**src/common/ncl_pkg.sv**
```systemverilog
package ncl_pkg;
  // Number of stored words and the width of their address.
  localparam int unsigned NVM_WORDS = 8;
  localparam int unsigned NVM_AW    = 3;

  // Register addresses of the loaded words and the host-only words.
  localparam logic [7:0] ADDR_ALERT_MASK = 8'h0C;
  localparam logic [7:0] ADDR_CABLE_CTRL = 8'h18;
  localparam logic [7:0] ADDR_CABLE_ILIM = 8'h1E;
  localparam logic [7:0] ADDR_CABLE_MON  = 8'h20;
  localparam logic [7:0] ADDR_BUS_SHIFT  = 8'h22;
  localparam logic [7:0] ADDR_RESET_CTRL = 8'h23;
  localparam logic [7:0] ADDR_DISCH_TIME = 8'h25;
  localparam logic [7:0] ADDR_BUS_MON    = 8'h2E;

  // Field positions.
  localparam int unsigned BIT_BLEED_ON      = 0;
  localparam int unsigned BIT_CAPABILITY_ON = 1;
  localparam int unsigned BIT_UNDERVOLT     = 0;
  localparam int unsigned BIT_CABLE_MON_EN  = 1;
  localparam int unsigned BIT_RESET_SOURCE  = 0;
  localparam int unsigned LSB_SAFE_ZERO     = 1;

  // Host-only register reset values.
  localparam logic [7:0] RST_CABLE_MON  = 8'h02;
  localparam logic [7:0] RST_RESET_CTRL = 8'h00;

  // Factory defaults of the store.
  localparam logic [7:0] DEF_ALERT_MASK = 8'h07;
  localparam logic [7:0] DEF_CABLE_CTRL = 8'h02;
  localparam logic [7:0] DEF_CABLE_ILIM = 8'h00;
  localparam logic [7:0] DEF_BUS_SHIFT  = 8'h55;
  localparam logic [7:0] DEF_DISCH_TIME = 8'h6F;
  localparam logic [7:0] DEF_BUS_MON    = 8'h01;
  localparam logic       DEF_STANDBY_DISABLE = 1'b1;

  typedef enum logic [1:0] {
    NCL_IDLE = 2'b00,
    NCL_LOAD = 2'b01,
    NCL_DONE = 2'b11
  } ncl_state_t;
endpackage

```
**src/hdl/ncl_loader.sv**
```systemverilog
`timescale 1ns/1ps
//////////////////////////////////////////////////////////////////////////////
// Contract
// - host-only words ignore the store
// - mixed words load from store, host overwritable
// - standby setting only from store, default 1
// - cable bleed enable defaults to 0
// - cable supply capability defaults to 1
// - undervoltage level resets to 0
// - reset source select resets to 0
// - safe-zero level defaults to 00
// - init interval fills registers from store
// - load starts on power-on reset release
// - load starts on reset pin release
// - every reset reloads all stored defaults
// - host writes hold until rewrite or reset
module ncl_loader
  import ncl_pkg::*;
(
  // Clock and reset (power-on and pin reset combined outside).
  input  wire logic       clk,
  input  wire logic       rst_n,
  // Store read port, data valid one cycle after address.
  output logic [2:0]      nvm_addr,
  input  wire logic [7:0] nvm_rdata,
  // Host register access.
  input  wire logic       host_wr,
  input  wire logic       host_rd,
  input  wire logic [7:0] host_addr,
  input  wire logic [7:0] host_wdata,
  output logic [7:0]      host_rdata,
  output logic            host_ack,
  // Status and configuration.
  output logic            load_busy,
  output logic            standby_disable,
  output logic            cable_supply_bleed_on,
  output logic            cable_supply_capability_on,
  output logic            cable_supply_undervolt_level,
  output logic            reset_source_select,
  output logic [1:0]      bus_safe_zero_level
);
  import ncl_pkg::*;

  //////////////////////////////////////////////////////////////////////////////
  // Word index to address map; index 7 is the standby word with no host address.
  function automatic logic [7:0] idx_addr(input logic [2:0] i);
    unique case (i)
      3'h0:    idx_addr = ADDR_ALERT_MASK;
      3'h1:    idx_addr = ADDR_CABLE_CTRL;
      3'h2:    idx_addr = ADDR_CABLE_ILIM;
      3'h3:    idx_addr = ADDR_BUS_SHIFT;
      3'h4:    idx_addr = ADDR_DISCH_TIME;
      3'h5:    idx_addr = ADDR_BUS_MON;
      default: idx_addr = 8'hFF;
    endcase
  endfunction

  ncl_state_t state_r;
  logic [2:0] cnt_r;
  logic       rd_pend_r;
  logic [7:0] mixed_r [0:5];
  logic [7:0] cable_mon_r;
  logic [7:0] reset_ctrl_r;
  logic       standby_r;
  logic       idle;

  assign idle = (state_r == NCL_DONE);

  //////////////////////////////////////////////////////////////////////////////
  // Sequencer: runs once after each reset release.
  always_ff @(posedge clk) begin
    if (!rst_n) begin
      state_r   <= NCL_IDLE;
      cnt_r     <= 3'h0;
      rd_pend_r <= 1'b0;
    end else begin
      unique case (state_r)
        NCL_IDLE: begin
          state_r   <= NCL_LOAD;
          cnt_r     <= 3'h0;
          rd_pend_r <= 1'b1;
        end
        NCL_LOAD: begin
          cnt_r <= cnt_r + 3'h1;
          if (cnt_r == 3'(NVM_WORDS - 1)) begin
            state_r   <= NCL_DONE;
            rd_pend_r <= 1'b0;
          end
        end
        NCL_DONE: state_r <= NCL_DONE;
        // Code 2'b10 is never reached; should it ever be, a fresh load is the safe way out.
        default:  state_r <= NCL_IDLE;
      endcase
    end
  end

  // Address leads the capture by one cycle.
  assign nvm_addr = (state_r == NCL_LOAD) ? 3'(cnt_r + 3'h1) : 3'h0;

  //////////////////////////////////////////////////////////////////////////////
  // Mixed words: loaded from the store, then host writable.
  // Capture and host write never meet, because writes are only taken once idle.
  generate
    for (genvar g = 0; g < 6; g++) begin : g_mixed
      always_ff @(posedge clk) begin
        if (!rst_n) begin
          mixed_r[g] <= 8'h00;
        end else if (state_r == NCL_LOAD && rd_pend_r && cnt_r == 3'(g)) begin
          mixed_r[g] <= nvm_rdata;
        end else if (idle && host_wr && host_addr == idx_addr(3'(g))) begin
          mixed_r[g] <= host_wdata;
        end
      end
    end
  endgenerate

  // Standby setting has no host path.
  // It is loaded from the last word; the reset value matches the shipped default.
  always_ff @(posedge clk) begin
    if (!rst_n) begin
      standby_r <= DEF_STANDBY_DISABLE;
    end else if (state_r == NCL_LOAD && cnt_r == 3'(NVM_WORDS - 1)) begin
      standby_r <= nvm_rdata[0];
    end
  end

  // Host-only words take fixed reset values; the store never touches them.
  always_ff @(posedge clk) begin
    if (!rst_n) begin
      cable_mon_r  <= RST_CABLE_MON;
      reset_ctrl_r <= RST_RESET_CTRL;
    end else if (idle && host_wr) begin
      if (host_addr == ADDR_CABLE_MON) begin
        cable_mon_r <= host_wdata;
      end
      if (host_addr == ADDR_RESET_CTRL) begin
        reset_ctrl_r <= host_wdata;
      end
    end
  end

  //////////////////////////////////////////////////////////////////////////////
  // Host read path; a busy loader answers nothing so a host that ignores
  // the init interval sees no ack rather than half-loaded data.
  always_ff @(posedge clk) begin
    if (!rst_n) begin
      host_rdata <= 8'h00;
      host_ack   <= 1'b0;
    end else begin
      host_ack <= idle && (host_wr || host_rd);
      if (idle && host_rd) begin
        host_rdata <= 8'h00;
        for (int i = 0; i < 6; i++) begin
          if (host_addr == idx_addr(3'(i))) begin
            host_rdata <= mixed_r[i];
          end
        end
        if (host_addr == ADDR_CABLE_MON) begin
          host_rdata <= cable_mon_r;
        end
        if (host_addr == ADDR_RESET_CTRL) begin
          host_rdata <= reset_ctrl_r;
        end
      end
    end
  end

  assign load_busy                    = !idle;
  assign standby_disable              = standby_r;
  assign cable_supply_bleed_on        = mixed_r[1][BIT_BLEED_ON];
  assign cable_supply_capability_on   = mixed_r[1][BIT_CAPABILITY_ON];
  assign cable_supply_undervolt_level = cable_mon_r[BIT_UNDERVOLT];
  assign reset_source_select          = reset_ctrl_r[BIT_RESET_SOURCE];
  assign bus_safe_zero_level          = mixed_r[5][LSB_SAFE_ZERO +: 2];
endmodule // ncl_loader

```
**config.mk**
```make
export PLATFORM = sky130hd
export DESIGN_NAME = ncl_loader
export DESIGN_NICKNAME = d
export VERILOG_FILES = /design/src/common/ncl_pkg.sv /design/src/hdl/ncl_loader.sv
export SDC_FILE = /design/constraint.sdc
export NUM_CORES = 1
export LEC_CHECK = 0
export ABC_CLOCK_PERIOD_IN_PS = 2100
export BUFFER_PORTS_ARGS = -buffer_cell sky130_fd_sc_hd__buf_2
export CORE_MARGIN = 2
export CORE_UTILIZATION = 40
export CTS_CLUSTER_SIZE = 28
export DETAILED_ROUTE_END_ITERATION = 8
export HOLD_SLACK_MARGIN = 0.06
export SYNTH_ARGS = -nofsm -noshare
export SYNTH_HDL_FRONTEND = slang
export SYNTH_SLANG_ARGS = --single-unit
```
**constraint.sdc**
```tcl
create_clock -name clk -period 2.1 [get_ports clk]
set_clock_uncertainty 0.1 [all_clocks]
set_input_delay 0.315 -clock clk [delete_from_list [all_inputs] [get_ports clk]]
set_output_delay 0.315 -clock clk [all_outputs]
set_load 0.01 [all_outputs]
```
==> results.toml <==
[status]
run_status = "finished, final reports clean"

[place]
dp.final_hpwl_mm = 8.65
place.port_buffers = 47
placed_inst_area_um2 = 4650
routabilityCongestion = 0.965

[clocking]
numClockSinks = 80
cts.hold.buffers_added = 0
cts.path.max_buffers = 2
post_cts.resized_instances = 0
cts_inserted_buffers = 9
cts.repair_timing.setup_buffer_count = 0
clock_insertion_delay_worst_skew_ps = 350
tritoncts = "built"
htree_levels = 3
cts_root_buffer = "sky130_fd_sc_hd__clkbuf_8"
clk_transition_reported_paths_ps = 90

[sta]
grt_setup_unrepaired = "false"
setup_violations = 0
fmax_ghz = 0.522
layout_worst_path_cycle_share = 0.912
maxSlewHeadroom = 0.515
worst_slew_pin_slew_ps = 727
timing.final.hold_violations = 0
final-max-slew-violation-count = 0
layout_min_cycle_time_ps = 1920

[min_path]
holdCritPathClass = "in -> reg"

[critical_path]
worst_r2r_endpoint = "mixed_r[2][6]"
cp.buffers_inverters = 1
startpoint_type = "flop"
cp-end-kind = "primary output"
critPathMostFrequentCell = "sky130_fd_sc_hd__ha_1"
critical_path.reg2reg.startpoint = "state_r[0]"
crit_slowest_cell = "sky130_fd_sc_hd__dfxtp_1"
cpPeakStageDelay_ps = 360
critPathArrivalTime_ps = 1500
criticalPathCategory = "reg -> out"
critical_path.top_delay_family = "adder cells"
setup.reg_to_reg.worst_slack_ps = 190
required_ps = 1680
cp-endpoint = "nvm_addr[2]"
cp_cell_sequence = "ha_1 -> ha_1 -> nor2_1 -> buf_2"
crit_start = "cnt_r[0]"
worst-r2r-cell-count = 5
worst_path_fanout_max = 5
path_depth = 4

[global_route]
gr-usage-met2 = 0.333
use_met1 = 0.308
grt_util_met3 = 0.0331
antenna_found_initial = 0
first_global_vias = 3284
grt_pass1_wl_mm = 18.6
grt-ovfl-total = 0
global_route.usage.total = 0.218
grt_most_used_layer = "met2"
pin_count_of_the_biggest_net_entering_global_routing = 16

[run]
max_cap_violation_count = 0

[die]
fp.dieH_um = 107
ioPinCount = 48
row_count = 37
design.core.area_um2 = 10300
design.die.area_um2 = 11400
chipWidth_um = 107
start_util = 0.409

[final_layout]
final_design_area_no_fill_um2 = 4830
fin_nets = 481
multi_input_comb_area_um2 = 1930
register_area_um2 = 2080
synthToLayoutAreaGrowth_pct = 14.9
final.fill_count = 990
ratio_of_cells_with_drive_above_1_in_the_final_layout = 0.226
antenna-diode-count = 0

[logic_synthesis]
synth_seq_area_share = 0.495
asyncSetResetFlopFracSynth = 0
netlist.top_cell.by_area = "sky130_fd_sc_hd__edfxtp_1"
ys.warnings.count = 0
syn_area_um2 = 4210
synth_cell_types = 43
ys_top_cells_by_count = "48 x sky130_fd_sc_hd__a22o_1, 48 x sky130_fd_sc_hd__edfxtp_1, 32 x sky130_fd_sc_hd__dfxtp_1, 32 x sky130_fd_sc_hd__nor2_1, 23 x sky130_fd_sc_hd__a21oi_1"
syn-instance-count = 400
synth_top_area_frac = 0.343
postSynthNetCount = 434
synth_edf_count = 48
top_cells_by_area_synth = "sky130_fd_sc_hd__edfxtp_1 34%, sky130_fd_sc_hd__dfxtp_1 15%, sky130_fd_sc_hd__a22o_1 10%"
synthFlopType = "sky130_fd_sc_hd__edfxtp_1"
ys_seq_elements = 80
synth.avg_cell_area_um2 = 10.5

[routing]
first_pass_iters = 7
drt-initial-drc-count = 397
drt_drc_violations_left = 0
via_per_inst = 5.97
via_count = 3510
post_drt_wl_per_cell_um = 20.6
drt-total-wl_mm = 12.1
routed_antenna_nets = 0

[pwr]
p_total_w = 0.00308
power.density_cell_area_nw_per_um2 = 637
cellLeakagePower_nw = 1.83
vdd_drop_max_mv = 0.344
area by class of cell:
class | instances | share of cell area
Sequential cell | 80 | 0.431
Multi-Input combinational cell | 275 | 0.400
Clock inverter | 4 | 0.00544
Timing Repair Buffer | 74 | 0.0906
Tap cell | 136 | 0.0352
Clock buffer | 12 | 0.0324
Inverter | 7 | 0.00544
stage by stage:
stage	utilization	std cells	worst slack [ps]	hold slack [ps]	setup TNS, ps
6_report	0.470	588	184	143	0
5_1_grt	0.470	588	1.30	152	0
3_5_place_dp	0.453	572	-74.5	338	-696
4_1_cts	0.470	588	172	145	0
3_3_place_gp	0.453	572	-37.4	333	-38.8
2_1_floorplan	-	400	37.9	345	0
layer usage:
| metal | wire length (µm) | vias to the layer above |
|---|---|---|
| met2 | 5390 | 148 |
| met4 | 430 | 0 |
| met5 | 0 | - |
| met3 | 760 | 34 |
| li1 | - | 1628 |
| met1 | 5500 | 1700 |
state kept, by name (all words and copies together) (netlist names):
name and cells:
host_rdata 8, host_ack 1, cable_mon_r 8, cnt_r 3, standby_disable 1, rd_pend_r 1
reset_ctrl_r 8, state_r 2, mixed_r 48
cell usage in the layout (no fill, tap or decap), types with 11 or more instances in the layout:
cell,instances
sky130_fd_sc_hd__nor3_1,18
sky130_fd_sc_hd__buf_4,27
sky130_fd_sc_hd__o21ai_0,11
sky130_fd_sc_hd__o2bb2ai_1,16
sky130_fd_sc_hd__a22o_1,48
sky130_fd_sc_hd__edfxtp_1,48
sky130_fd_sc_hd__dfxtp_1,32
sky130_fd_sc_hd__nor2_1,32
sky130_fd_sc_hd__nand2_1,13
sky130_fd_sc_hd__buf_2,47
sky130_fd_sc_hd__a21oi_1,23
sky130_fd_sc_hd__mux2i_1,16
logic make-up after synthesis:
| logic type | synth area share |
|---|---|
| flops | 0.495 |
| compound gates | 0.237 |
| buf+inv | 0.0455 |
| simple gates | 0.167 |
| mux | 0.0381 |
| fa+ha+maj | 0.0178 |
worst register-to-register path, cell delays in order (launching register included):
cell and delay, ps:
sky130_fd_sc_hd__dfxtp_1 380, sky130_fd_sc_hd__nor2b_1 290, sky130_fd_sc_hd__and2_1 250, sky130_fd_sc_hd__nand3_1 130, sky130_fd_sc_hd__nor2_1 430, sky130_fd_sc_hd__a22o_1 210
power breakdown:
| part | leakage, nW | switching [W] | internal [W] | total [W] |
|---|---|---|---|---|
| clock network | 0.0963 | 0.000579 | 0.000505 | 0.00108 |
| logic | 0.975 | 0.000189 | 0.0000856 | 0.000274 |
| registers | 0.756 | 0.0000187 | 0.00170 | 0.00172 |
| total | 1.83 | 0.000787 | 0.00229 | 0.00308 |
how the worst min path moves through the flow:
| stage | end | slack [ps] | depth (start not counted) | from |
|---|---|---|---|---|
| after floorplan | cable_mon_r[1] | 350 | 2 | cable_mon_r[1] |
| after global placement | host_rdata[0] | 330 | 2 | host_rdata[0] |
| after detailed placement | host_rdata[1] | 340 | 2 | host_rdata[1] |
| after CTS | host_ack | 150 | 3 | host_rd |
| after global routing | cable_mon_r[1] | 150 | 2 | rst_n |
| final | cable_mon_r[1] | 140 | 2 | rst_n |
Power figures use the tool's default switching activity.
